## src/inc/fbcp_consts.vh

```
// Constants for the parallel flash command port host controller.
// Assumes a 100 MHz mclk and a 32-bit AHB-Lite register port.
`ifndef FBCP_CONSTS_VH
`define FBCP_CONSTS_VH

// Register byte offsets
`define FBCP_OFS_CTRL     8'h00
`define FBCP_OFS_ADDR     8'h04
`define FBCP_OFS_WDATA    8'h08
`define FBCP_OFS_RDATA    8'h0c
`define FBCP_OFS_STAT     8'h10
`define FBCP_OFS_IRQ_STAT 8'h14
`define FBCP_OFS_IRQ_MASK 8'h18

// Control register fields
`define FBCP_CTRL_GO      0
`define FBCP_CTRL_WRITE   1
`define FBCP_CTRL_IDENT   2
`define FBCP_CTRL_WORD    3
`define FBCP_CTRL_PEN     4
`define FBCP_CTRL_RESET   5
`define FBCP_CTRL_W       6

// Interrupt bits
`define FBCP_IRQ_DONE     0
`define FBCP_IRQ_BSY_END  1
`define FBCP_IRQ_RST_DONE 2
`define FBCP_IRQ_W        3

// Widths
`define FBCP_AW           23
`define FBCP_DW           16
`define FBCP_ID_BIT       7

// Times in ns, cycles derived with round-up
`define FBCP_CLK_NS       10
`define FBCP_T_SETUP_NS   20
`define FBCP_T_STRB_NS    150
`define FBCP_T_HOLD_NS    20
`define FBCP_T_RST_NS     25000
`define FBCP_T_WAKE_NS    1000
`define FBCP_CYC(ns) (((ns) + `FBCP_CLK_NS - 1) / `FBCP_CLK_NS)

`endif

```

## src/rtl/fbcp_host.v

```verilog
// Host controller that drives a parallel NOR flash through its pins.
// Assumes an AHB-Lite master on the register side and a pull-up on the
// flash busy status line, so an idle device reads high.
//
// Chosen here: the address map and the AHB-Lite register port.
`default_nettype none
`include "fbcp_consts.vh"

module fbcp_host
(
  input  wire                    mclk,
  input  wire                    reset,
  input  wire                    hsel,
  input  wire [31:0]             haddr,
  input  wire [1:0]              htrans,
  input  wire                    hwrite,
  input  wire [2:0]              hsize,
  input  wire                    hready,
  input  wire [31:0]             hwdata,
  output reg  [31:0]             hrdata,
  output wire                    hreadyout,
  output wire                    hresp,
  output wire                    irq,
  output reg                     chip_select_0,
  output wire                    chip_select_1,
  output wire                    chip_select_2,
  output reg                     oe_n,
  output reg                     we_n,
  output reg                     reset_powerdown_n,
  output reg                     byte_wide,
  output reg                     program_enable_supply,
  output reg  [`FBCP_AW-1:0]     addr,
  output reg  [`FBCP_DW-1:0]     dq_o,
  output reg                     dq_oe,
  input  wire [`FBCP_DW-1:0]     dq_i,
  input  wire                    busy_status_output
);

  localparam [5:0] ST_IDLE  = 6'h01;
  localparam [5:0] ST_SETUP = 6'h02;
  localparam [5:0] ST_STRB  = 6'h04;
  localparam [5:0] ST_HOLD  = 6'h08;
  localparam [5:0] ST_RST   = 6'h10;
  localparam [5:0] ST_WAKE  = 6'h20;

  // Counts are worked out as integers, then cut to the counter width
  localparam integer N_SETUP = `FBCP_CYC(`FBCP_T_SETUP_NS);
  localparam integer N_STRB  = `FBCP_CYC(`FBCP_T_STRB_NS);
  localparam integer N_HOLD  = `FBCP_CYC(`FBCP_T_HOLD_NS);
  localparam integer N_RST   = `FBCP_CYC(`FBCP_T_RST_NS);
  localparam integer N_WAKE  = `FBCP_CYC(`FBCP_T_WAKE_NS);
  localparam [11:0]  C_SETUP = N_SETUP[11:0];
  localparam [11:0]  C_STRB  = N_STRB[11:0];
  localparam [11:0]  C_HOLD  = N_HOLD[11:0];
  localparam [11:0]  C_RST   = N_RST[11:0];
  localparam [11:0]  C_WAKE  = N_WAKE[11:0];

  function hit;
    input [7:0] a;
    input [7:0] ofs;
    begin
      hit = (a == ofs);
    end
  endfunction

  reg                     wr_q;
  reg  [7:0]              wofs_q;
  reg  [`FBCP_CTRL_W-1:0] ctrl_q;
  reg  [`FBCP_AW-1:0]     addr_reg_q;
  reg  [`FBCP_DW-1:0]     wdata_q;
  reg  [`FBCP_DW-1:0]     rdata_q;
  reg  [`FBCP_IRQ_W-1:0]  irq_stat_q;
  reg  [`FBCP_IRQ_W-1:0]  irq_mask_q;
  reg  [5:0]              state_q;
  reg  [11:0]             cnt_q;
  reg                     busy_n_q;
  reg  [`FBCP_IRQ_W-1:0]  irq_ev;
  reg  [`FBCP_DW-1:0]     rd_cap;
  wire                    addr_ph;
  wire [7:0]              rofs;
  wire                    go;
  wire                    idle;
  wire                    cnt_end;
  wire                    is_write;

  assign hreadyout = 1'b1;
  assign hresp     = 1'b0;
  // Single part on the bus: the two extra selects are held enabling
  assign chip_select_1 = 1'b0;
  assign chip_select_2 = 1'b0;
  assign irq = |(irq_stat_q & irq_mask_q);

  assign addr_ph  = hsel & htrans[1] & hready;
  assign rofs     = haddr[7:0];
  assign idle     = (state_q == ST_IDLE);
  assign cnt_end  = (cnt_q == 12'h000);
  assign is_write = ctrl_q[`FBCP_CTRL_WRITE];
  // A start request while a cycle runs is ignored
  assign go = wr_q & hit(wofs_q, `FBCP_OFS_CTRL) & hwdata[`FBCP_CTRL_GO]
              & idle;

  always @(posedge mclk)
  begin
    if (reset)
    begin
      wr_q   <= 1'b0;
      wofs_q <= 8'h00;
      hrdata <= 32'h0000_0000;
    end
    else
    begin
      wr_q   <= addr_ph & hwrite;
      wofs_q <= rofs;
      if (addr_ph & ~hwrite)
      begin
        if (hit(rofs, `FBCP_OFS_CTRL))
          hrdata <= {26'h0, ctrl_q};
        else if (hit(rofs, `FBCP_OFS_ADDR))
          hrdata <= {9'h0, addr_reg_q};
        else if (hit(rofs, `FBCP_OFS_WDATA))
          hrdata <= {16'h0, wdata_q};
        else if (hit(rofs, `FBCP_OFS_RDATA))
          hrdata <= {16'h0, rdata_q};
        else if (hit(rofs, `FBCP_OFS_STAT))
          hrdata <= {28'h0, ~reset_powerdown_n, busy_n_q, ~idle, 1'b0};
        else if (hit(rofs, `FBCP_OFS_IRQ_STAT))
          hrdata <= {29'h0, irq_stat_q};
        else if (hit(rofs, `FBCP_OFS_IRQ_MASK))
          hrdata <= {29'h0, irq_mask_q};
        else
          hrdata <= 32'h0000_0000;
      end
    end
  end

  always @(posedge mclk)
  begin
    if (reset)
    begin
      ctrl_q     <= 6'h00;
      addr_reg_q <= 23'h00_0000;
      wdata_q    <= 16'h0000;
      irq_mask_q <= 3'h0;
    end
    else if (wr_q)
    begin
      // Settings other than the interrupt mask are frozen while a cycle runs so pins stay stable
      if (hit(wofs_q, `FBCP_OFS_CTRL) & idle)
        ctrl_q <= {hwdata[`FBCP_CTRL_W-1:1], 1'b0};
      if (hit(wofs_q, `FBCP_OFS_ADDR) & idle)
        addr_reg_q <= hwdata[`FBCP_AW-1:0];
      if (hit(wofs_q, `FBCP_OFS_WDATA) & idle)
        wdata_q <= hwdata[`FBCP_DW-1:0];
      if (hit(wofs_q, `FBCP_OFS_IRQ_MASK))
        irq_mask_q <= hwdata[`FBCP_IRQ_W-1:0];
    end
  end

  // Sticky events, a write of one clears; a new event wins over the clear
  genvar g;
  generate
    for (g = 0; g < `FBCP_IRQ_W; g = g + 1)
    begin : g_irq
      always @(posedge mclk)
      begin
        if (reset)
          irq_stat_q[g] <= 1'b0;
        else if (irq_ev[g])
          irq_stat_q[g] <= 1'b1;
        else if (wr_q & hit(wofs_q, `FBCP_OFS_IRQ_STAT) & hwdata[g])
          irq_stat_q[g] <= 1'b0;
      end
    end
  endgenerate

  always @*
  begin
    irq_ev = 3'h0;
    irq_ev[`FBCP_IRQ_DONE]     = (state_q == ST_HOLD) & cnt_end;
    irq_ev[`FBCP_IRQ_BSY_END]  = busy_status_output & ~busy_n_q;
    irq_ev[`FBCP_IRQ_RST_DONE] = (state_q == ST_WAKE) & cnt_end;
  end

  // Read capture: narrow widths and busy status keep only valid lanes
  always @*
  begin
    rd_cap = dq_i;
    if (~byte_wide)
      rd_cap = {8'h00, dq_i[7:0]};
    if (ctrl_q[`FBCP_CTRL_IDENT])
      rd_cap = {8'h00, dq_i[7:0]};
    if (~busy_n_q)
      rd_cap = {8'h00, dq_i[`FBCP_ID_BIT], 7'h00};
  end

  always @(posedge mclk)
  begin
    if (reset)
    begin
      state_q               <= ST_IDLE;
      cnt_q                 <= 12'h000;
      busy_n_q              <= 1'b1;
      rdata_q               <= 16'h0000;
      chip_select_0         <= 1'b1;
      oe_n                  <= 1'b1;
      we_n                  <= 1'b1;
      reset_powerdown_n     <= 1'b1;
      byte_wide             <= 1'b0;
      program_enable_supply <= 1'b0;
      addr                  <= 23'h00_0000;
      dq_o                  <= 16'h0000;
      dq_oe                 <= 1'b0;
    end
    else
    begin
      busy_n_q              <= busy_status_output;
      byte_wide             <= ctrl_q[`FBCP_CTRL_WORD];
      // Lockout level unless software asks to alter contents
      program_enable_supply <= ctrl_q[`FBCP_CTRL_PEN];
      if (~cnt_end)
        cnt_q <= cnt_q - 12'h001;
      case (state_q)
        ST_IDLE:
        begin
          if (go & hwdata[`FBCP_CTRL_RESET])
          begin
            reset_powerdown_n <= 1'b0;
            cnt_q             <= C_RST - 12'h001;
            state_q           <= ST_RST;
          end
          else if (go)
          begin
            chip_select_0 <= 1'b0;
            addr          <= addr_reg_q;
            if (hwdata[`FBCP_CTRL_IDENT])
              addr[0] <= 1'b0;
            dq_o          <= wdata_q;
            dq_oe         <= hwdata[`FBCP_CTRL_WRITE];
            cnt_q         <= C_SETUP - 12'h001;
            state_q       <= ST_SETUP;
          end
        end
        ST_SETUP:
        begin
          if (cnt_end)
          begin
            // Only one strobe at a time
            we_n    <= ~is_write;
            oe_n    <= is_write;
            cnt_q   <= C_STRB - 12'h001;
            state_q <= ST_STRB;
          end
        end
        ST_STRB:
        begin
          if (cnt_end)
          begin
            // Write strobe rises with select still low, so it is the latch
            we_n    <= 1'b1;
            oe_n    <= 1'b1;
            if (~is_write)
              rdata_q <= rd_cap;
            cnt_q   <= C_HOLD - 12'h001;
            state_q <= ST_HOLD;
          end
        end
        ST_HOLD:
        begin
          if (cnt_end)
          begin
            chip_select_0 <= 1'b1;
            dq_oe         <= 1'b0;
            state_q       <= ST_IDLE;
          end
        end
        ST_RST:
        begin
          if (cnt_end)
          begin
            reset_powerdown_n <= 1'b1;
            cnt_q             <= C_WAKE - 12'h001;
            state_q           <= ST_WAKE;
          end
        end
        ST_WAKE:
        begin
          // No access until the part has woken in read array mode
          if (cnt_end)
            state_q <= ST_IDLE;
        end
        default:
        begin
          state_q <= ST_IDLE;
        end
      endcase
    end
  end

endmodule
`default_nettype wire

```

## config.mk

```make
export PLATFORM = sky130hd
export DESIGN_NAME = fbcp_host
export DESIGN_NICKNAME = d
export VERILOG_FILES = /design/src/rtl/fbcp_host.v
export VERILOG_INCLUDE_DIRS = /design/src /design/src/inc
export SDC_FILE = /design/constraint.sdc
export NUM_CORES = 1
export LEC_CHECK = 0
export BUFFER_PORTS_ARGS = -buffer_cell sky130_fd_sc_hd__buf_2
export CAP_MARGIN = 25
export CORE_MARGIN = 1.5
export CORE_UTILIZATION = 33
export CTS_CLUSTER_DIAMETER = 40
export DETAILED_ROUTE_END_ITERATION = 7
export SETUP_SLACK_MARGIN = 0.1
export SLEW_MARGIN = 40
export SYNTH_ARGS = -nofsm -noshare
export SYNTH_HDL_FRONTEND = slang
export SYNTH_SLANG_ARGS = --single-unit
```

## constraint.sdc

```tcl
create_clock -name mclk -period 4.56 [get_ports mclk]
set_input_delay 0.456 -clock mclk [delete_from_list [all_inputs] [get_ports mclk]]
set_output_delay 0.456 -clock mclk [all_outputs]
set_load 0.01 [all_outputs]
```

; Word level (Yosys, flattened, before mapping)
; Cells that the tools add are included.
[totals]
regBits = 172
in_bits = 91
out_inout_bits = 83
wordCells = 140
[op_classes]
add_sub_neg = 1
n_eq_ne = 25
mux = 45
bitwise = 25
n_reduce_logical = 21
[op_table]
columns = operator, count
row1 = 16-bit two-way mux, 5
row2 = 12-bit two-way mux, 6
row3 = 12-bit one-hot mux with 4 select lines, 1
row4 = 23-bit two-way mux, 2
row5 = 8-bit by 5-bit equality test with 1-bit output (second input constant), 5
row6 = 6-bit two-way mux, 6
row7 = 6-bit one-hot mux with 5 select lines, 1
row8 = 8-bit by 4-bit equality test with 1-bit output (second input constant), 3
row9 = 1-bit AND, 18
row10 = 8-bit by 3-bit equality test with 1-bit output (second input constant), 2
row11 = 8-bit zero test, 2
row12 = 1-bit two-way mux, 16
row13 = 12-bit zero test, 1
row14 = 2-bit inequality test (second input constant), 6
row15 = 3-bit AND reduction, 4
row16 = 2-bit nonzero test, 6
row17 = 12-bit by 1-bit subtractor with 12-bit output (second input constant), 1
row18 = 1-bit one-hot mux with 2 select lines, 5
row19 = 2-bit AND reduction, 4
row20 = 6-bit by 1-bit equality test with 1-bit output (second input constant), 1
row21 = 6-bit by 2-bit equality test with 1-bit output (second input constant), 1
row22 = 6-bit by 3-bit equality test with 1-bit output (second input constant), 1
row23 = 6-bit by 4-bit equality test with 1-bit output (second input constant), 1
row24 = 6-bit by 5-bit equality test with 1-bit output (second input constant), 1
row25 = 11 further kinds, 18

; Logic depth before layout (Yosys ltp)
; Gate-level depths: netlist (run 1).
[depth]
depth_word = 8
mapped_depth = 11

; Worst setup path after synthesis (run 1)
; No wires, ideal clock.
[synth_path]
path_type = reg-to-reg
from = register cnt_q[0]
to = register cnt_q[0]
setup_ns = 0.095
arrival_time_ns = 2.397
path_slack_ns = 2.067
stages_incl_launch_ff = 12
n_path_buf = 1
period_less_slack_ns = 2.493
path_cell_list = dfxtp_1 -> inv_1 -> ha_1 -> or3b_2 -> nor3_4 -> inv_2 -> clkbuf_1 -> ha_1 -> nor3_1 -> a22oi_1 -> a21o_1 -> a221oi_1
[synth_between]
elab_chain_len = 5
elab_cells_between_ends = 9
cone_classes = 1 x add/sub / 7 x mux / 1 x reduce/logical
[synth_rtl]
columns = element, line_no
row1 = "start, declared", fbcp_host.v:75  ; reg [11:0] cnt_q;
row2 = "start signal, assigned", fbcp_host.v:221  ; cnt_q <= cnt_q - 12'h001;
row3 = "start signal, assigned", fbcp_host.v:228  ; cnt_q <= C_RST - 12'h001;
row4 = "start signal, assigned", fbcp_host.v:239  ; cnt_q <= C_SETUP - 12'h001;
row5 = 12-bit by 1-bit subtractor with 12-bit output / 12-bit zero test (equally long branches), "fbcp_host.v:221, fbcp_host.v:96"
row6 = 12-bit two-way mux, fbcp_host.v:220  ; if (~cnt_end)
row7 = 12-bit two-way mux, fbcp_host.v:231  ; else if (go)
row8 = 12-bit two-way mux, fbcp_host.v:225  ; if (go & hwdata[`FBCP_CTRL_RESET])
row9 = 12-bit one-hot mux with 4 select lines (*), fbcp_host.v:222  ; case (state_q)
; Mark *: on every way between the ends. The rest lies on a longest branch, timed or not.
; A chain may end at the register's enable or synchronous reset.

; Worst setup path in the final report (run 1)
[layout_path]
from = register cnt_q[0]
to = register rdata_q[11]
[layout_between]
elab_chain_len = 2
[layout_rtl]
columns = element, line_no
row1 = 12-bit zero test, fbcp_host.v:96  ; assign cnt_end = (cnt_q == 12'h000);
row2 = 3-bit AND reduction (no line), -
row3 = "end signal, assigned", fbcp_host.v:262  ; rdata_q <= rd_cap;
row4 = "end, declared", fbcp_host.v:71  ; reg [`FBCP_DW-1:0] rdata_q;
; Every way passes these cells.

==> flow_summary.ini, run 1 <==
[grt]
antenna_found_initial = 0
grt_max_degree = 99
grt_pass1_vias = 5837
grt_use_total_pct = 19.1
grt_pass1_wl_mm = 32.5
gr-total-overflow = 0

[route]
via_count = 6263
viasPerCell = 5.07
drc = 0
ant_nets = 0
wirelength_mm = 20.4
wl_per_cell_um = 16.5
dr.pass1.iters = 5
drtIter0Drc = 543

[clock_tree]
cts_made_buffers = 17
ctsHoldBuffers = 0
clk_latency_ns = 0.44
cts_tree = yes
clk_pin_slew_ns = 0.07
cts-root-buf = clkbuf_16
cts_sinks = 163
clk_path_buf_depth = 2
post-cts-setup-buffer-count = 0
cts_resized = 0
h-tree-depth = 4

[die]
core-area_mm2 = 0.0203
die_area_mm2 = 0.0217
ios = 174
initial_core_util_pct = 33.8
fp.dieH_um = 147
die_w_um = 147
row_count = 52

[final_layout]
layout_commonest_cell = nand2_1
stdcell_area_mm2 = 0.00818
layout-drive-gt1-share_pct = 19.1
final_cell_mix = nand2_1, dfxtp_1, a21oi_1, buf_2, nor2_1
area_delta_synth_final_pct = 19.1
n_antenna_cell = 0
fin_cells = 1235
nFillCells = 2117
num-nets-final = 1046

[synthesis]
synth_edf_count = 0
synthArstFlopShare_pct = 0
ys_types = 61
yosys_warnings = 0
synth_top_cell_by_area = dfxtp_1
yosysTopAreaCellShare_pct = 47.5
yosysSeqAreaShare_pct = 47.5
synth_flop_cell = dfxtp_1
synthTopCellsByArea = dfxtp_1, nand2_1, a21oi_1, nor2_1, clkbuf_1
synth_area_per_cell_um2 = 7.96
syn_inst = 863
ys_ff_latch = 163
synth.cell_area_mm2 = 0.00687

[sta]
fin_crit_sh_pct = 65.7
hold_viol = 0
hold_ws_ns = 0.228
maxSlewViolCount = 0
setup_viol = 0
fin_worst_skew_ns = 0.0108
tightest_slew_ns = 0.754
rsz0062_at_grt = false
worst_slack_ns = 1.56
max_slew_margin_pct = 49.7
period_needed_ns = 3.00
max_freq_ghz = 0.334
timing.setup.tns_ns = 0

[flow_run]
max_cap_violations = 0

[critical_path]
startpoint_type = flip-flop
path_max_fanout = 16
crit_required_ns = 4.85
cp-end-kind = flip-flop
worstPathArrival_ns = 3.28
path_class = flip-flop to flip-flop

[place]
dpl.hpwl_mm = 14.1
dp_cells = 1203
place_area_mm2 = 0.00761
place.gp.congestion = 0.856
pre_cts_ws_ns = 1.59
place.port_buffers = 123

[power_and_ir_drop]
p_leak_nw = 3.08
power_density_mw_per_mm2 = 417
ir_worst_vdd_mv = 0.252

[worst_hold_path]
min_path_type = input port to flip-flop

[run_status]
status = completed
==> flip-flops by register name, summed over array words and instances (netlist names), 3 cells and up <==
| signal | count |
|---|---|
| hrdata | 23 |
| wofs_q | 8 |
| rdata_q | 16 |
| irq_mask_q | 3 |
| irq_stat_q | 3 |
| ctrl_q | 5 |
| addr | 23 |
| state_q | 6 |
| addr_reg_q | 23 |
| wdata_q | 16 |
| cnt_q | 12 |
| dq_o | 16 |
==> worst paths after layout <==
| path | slack [ns] | depth (start not counted) | start | end |
|---|---|---|---|---|
| min | 0.23 | 2 | busy_status_output | busy_n_q |
| max reg2reg | 1.56 | 8 | cnt_q[0] | rdata_q[11] |
| min reg2reg | 0.45 | 2 | hrdata[9] | hrdata[9] |
| max | 1.56 | 8 | cnt_q[0] | rdata_q[11] |
==> logic make-up after synthesis <==
| logic type | count (synthesis) | synth area share, % |
|---|---|---|
| and+or+nand+nor | 385 | 25.5 |
| AOI/OAI and AO/OA | 205 | 17.4 |
| DFF | 163 | 47.5 |
| buffers and inverters | 83 | 5.67 |
| muxes | 15 | 2.28 |
| xor gates and xnor gates | 7 | 0.893 |
| adders and majority gates | 3 | 0.547 |
| other | 2 | 0.109 |
==> stage by stage <==
step           power [mW]  util, %
2_1_floorplan        1.93        -
3_3_place_gp         2.03     37.3
3_5_place_dp         2.04     37.5
4_1_cts              3.43     40.3
5_1_grt              3.56     40.3
6_report             3.41     40.3
==> synth_stat cells (all sizes together) (4+ instances only) <==
| cell type | instances |
|---|---|
| nand2 | 206 |
| dfxtp | 163 |
| a21oi | 139 |
| nor2 | 61 |
| clkbuf | 42 |
| buf | 31 |
| nand3 | 29 |
| nor3 | 19 |
| nor2b | 17 |
| inv | 10 |
| mux2i | 10 |
| o211ai | 10 |
| nor4 | 9 |
| o21ai | 9 |
| nand2b | 8 |
| or3 | 7 |
| a211oi | 6 |
| a22oi | 6 |
| mux2 | 5 |
| or4 | 5 |
| a221oi | 4 |
| and2 | 4 |
| o22ai | 4 |
| xnor2 | 4 |
==> cell type report <==
type	count	area, µm²	area share, %
Timing Repair Buffer	132	697	8.52
Inverter	10	37.5	0.459
Clock inverter	14	126	1.55
Clock buffer	18	439	5.37
Sequential cell	163	3260	39.9
Tap cell	270	338	4.13
Multi-Input combinational cell	628	3270	40.1
==> routing by layer <==
layer | part of all wire (%) | global-route usage, % | vias to the layer above | routed length [µm]
met4 | 2.6 | 7.50 | 0 | 534
met3 | 6.7 | 5.16 | 31 | 1370
met5 | 0 | 0 | - | 0
li1 | - | - | 3113 | -
met2 | 44 | 28.5 | 194 | 9020
met1 | 46 | 26.3 | 2925 | 9480
==> power by group <==
part / internal [mW] / total [mW] / switching [mW] / leakage (nW)
clock network: 0.771 / 1.40 / 0.628 / 0.271
registers: 1.47 / 1.53 / 0.0570 / 1.32
logic: 0.200 / 0.482 / 0.282 / 1.49
total: 2.44 / 3.41 / 0.967 / 3.08
==> worst max-delay path: stages, from the launching register on <==
cell     delay (ns)
dfxtp_1        0.33
inv_1          0.11
ha_1           0.22
or3b_2         0.52
nor3_4         0.50
inv_2          0.27
or3_1          0.66
nand2_1        0.16
a21oi_1        0.07
Note: power is estimated with default switching activity, not from simulation.
==> inputs of run 2 (changes only) <==
ABC_AREA = 1   (was unset)
clock period = 3.03 ns   (was 4.56 ns; I/O delays follow)
==> flow_summary.ini, run 2 <==
[synthesis]
synth.cell_area_mm2 = 0.00696
synthArstFlopShare_pct = 0
synthMuxAreaShare_pct = 0
yosysSeqAreaShare_pct = 46.9
syn_inst = 938
synth_edf_count = 0
synthTopCellsByArea = dfxtp_1, a21oi_1, o21ai_0, nand2_1, inv_1
synth_top_cell_by_area = dfxtp_1
synth_compound_area_share_pct = 21.9
synth_top_family_by_area = compound AO/OA/AOI/OAI gates
synth_adder_area_share_pct = 0.539
yosys.area_share.simple_pct = 19.1
ys_ff_latch = 163
synth-xor-area-share_pct = 0.503
yosys_warnings = 0
netlist_top_cells_count = dfxtp_1, a21oi_1, nand2_1, o21ai_0, inv_1
ys_types = 35
yosysMostFrequentCell = dfxtp_1
synth_area_per_cell_um2 = 7.42
yosysTopAreaCellShare_pct = 46.9
synth_flop_cell = dfxtp_1

[critical_path]
r2r_cells = 10
startpoint_type = flip-flop
cp-end-kind = flip-flop
path_class = flip-flop to flip-flop
worstPathArrival_ns = 2.51
path_max_fanout = 21
crit_required_ns = 3.35

[die]
initial_core_util_pct = 34.0
row_count = 52
ios = 174
die_area_mm2 = 0.0220
die_w_um = 148
fp.dieH_um = 148
core-area_mm2 = 0.0205

[sta]
setup_viol = 0
hold_viol = 0
period_needed_ns = 2.19
fin_crit_sh_pct = 72.2
max_freq_ghz = 0.457
timing.setup.tns_ns = 0
rsz0062_at_grt = false
tightest_slew_ns = 0.657
fin_worst_skew_ns = 0.0179
maxSlewViolCount = 0
max_slew_margin_pct = 56.1

[route]
wl_per_cell_um = 14.6
dr_wl_met3_um = 932
met2WireLength_mm = 8.96
wirelength_mm = 19.4
viasPerCell = 4.75
drc = 0
dr.pass1.iters = 5
drtIter0Drc = 375
via_count = 6294
ant_nets = 0
met1_length_mm = 9.18
routed.top_layer = met4

[grt]
grt_use_total_pct = 17.9
gr-total-overflow = 0
grt_pass1_vias = 5818
grt_max_degree = 78
antenna_found_initial = 1
grt_pass1_wl_mm = 31.0

[final_layout]
top_regs = addr x23, addr_reg_q x23, hrdata x23
final_cell_mix = dfxtp_1, a21oi_1, nand2_1, o21ai_0, buf_2
area_delta_synth_final_pct = 20.2
n_antenna_cell = 0
layout-drive-gt1-share_pct = 18.7
layout_commonest_cell = dfxtp_1
num-nets-final = 1136

[flow_run]
max_cap_violations = 0

[worst_hold_path]
hold_depth = 2
min_path_type = input port to flip-flop

[power_and_ir_drop]
power.total_mw = 5.45
power_density_mw_per_mm2 = 651
p_leak_nw = 3.63
ir_worst_vdd_mv = 0.345

[clock_tree]
cts_sinks = 163
post-cts-setup-buffer-count = 0
ctsHoldBuffers = 0
clk_pin_slew_ns = 0.07
clk_latency_ns = 0.44
h-tree-depth = 4
cts-root-buf = clkbuf_16
cts_made_buffers = 17
clk_path_buf_depth = 2
cts_resized = 0
cts_tree = yes

[run_status]
status = completed

[place]
place.gp.congestion = 0.830
dpl.hpwl_mm = 14.0
place.port_buffers = 123
==> run 2: cell count changes after synthesis, sizes merged, moves of 17 or more <==
| cell | before | now |
|---|---|---|
| nor2 | 61 | 79 |
| o21ai | 9 | 126 |
| inv | 10 | 119 |
| nor2b | 17 | 0 |
| nand2 | 206 | 141 |
| a21oi | 139 | 156 |
==> run 2: path summary, 6_finish.rpt <==
| path | start | endpoint | slack (ns) |
|---|---|---|---|
| max reg2reg | cnt_q[0] | rdata_q[3] | 0.84 |
| min reg2reg | rdata_q[2] | rdata_q[2] | 0.45 |
| max | cnt_q[0] | rdata_q[3] | 0.84 |
| min | busy_status_output | busy_n_q | 0.08 |
==> run 2: cells by family after synthesis <==
family	count (synthesis)
AND/OR/NAND/NOR	294
XOR/XNOR	4
other	2
AO/OA/AOI/OAI	295
flip-flops	163
adder cells (fa/ha/maj)	3
buffers and inverters	177
==> run 2: power by group <==
part	internal [mW]	switching [mW]	total (mW)
clock network	1.14	1.09	2.23
registers	2.22	0.0729	2.30
logic	0.324	0.600	0.923
total	3.69	1.76	5.45
==> run 2: cell type report <==
class                   count  area (µm²)
repair buffers            132         708
flip-flops and latches    163        3260
well taps                 270         338
multi-input cells         609        2970
inverters                 119         447
clock buffers              17         425
clock inverters            15         211
fillers                  2181       12100
==> run 2: per-stage QoR <==
stage / setup WS (ns) / area (µm²) / util [%] / hold slack (ns) / std cells
global route: 0.570 / 8370 / 40.8 / 0.0705 / 1325
detailed placement: 0.861 / 7730 / 37.7 / 0.440 / 1293
global placement: 0.871 / 7730 / 37.7 / 0.436 / 1293
finish: 0.841 / 8370 / 40.8 / 0.0793 / 1325
CTS: 0.848 / 8370 / 40.8 / 0.0571 / 1325
floorplan: 1.32 / 7000 / - / 0.410 / 949
==> run 2: metal layers <==
metal,up-vias,GRT usage [%]
li1,3262,-
met1,2858,23.8
met2,155,29.2
met3,19,3.65
met4,0,5.54
met5,-,0
==> run 2: critical path, cell delays in order (launching register included) <==
cell and delay, ns:
dfxtp_1 0.31, inv_1 0.10, ha_1 0.19, inv_1 0.10, nor2_4 0.17, nand2_2 0.09
nor2_4 0.18, nand3_2 0.38, inv_2 0.31, a21oi_1 0.10, o21a_1 0.13
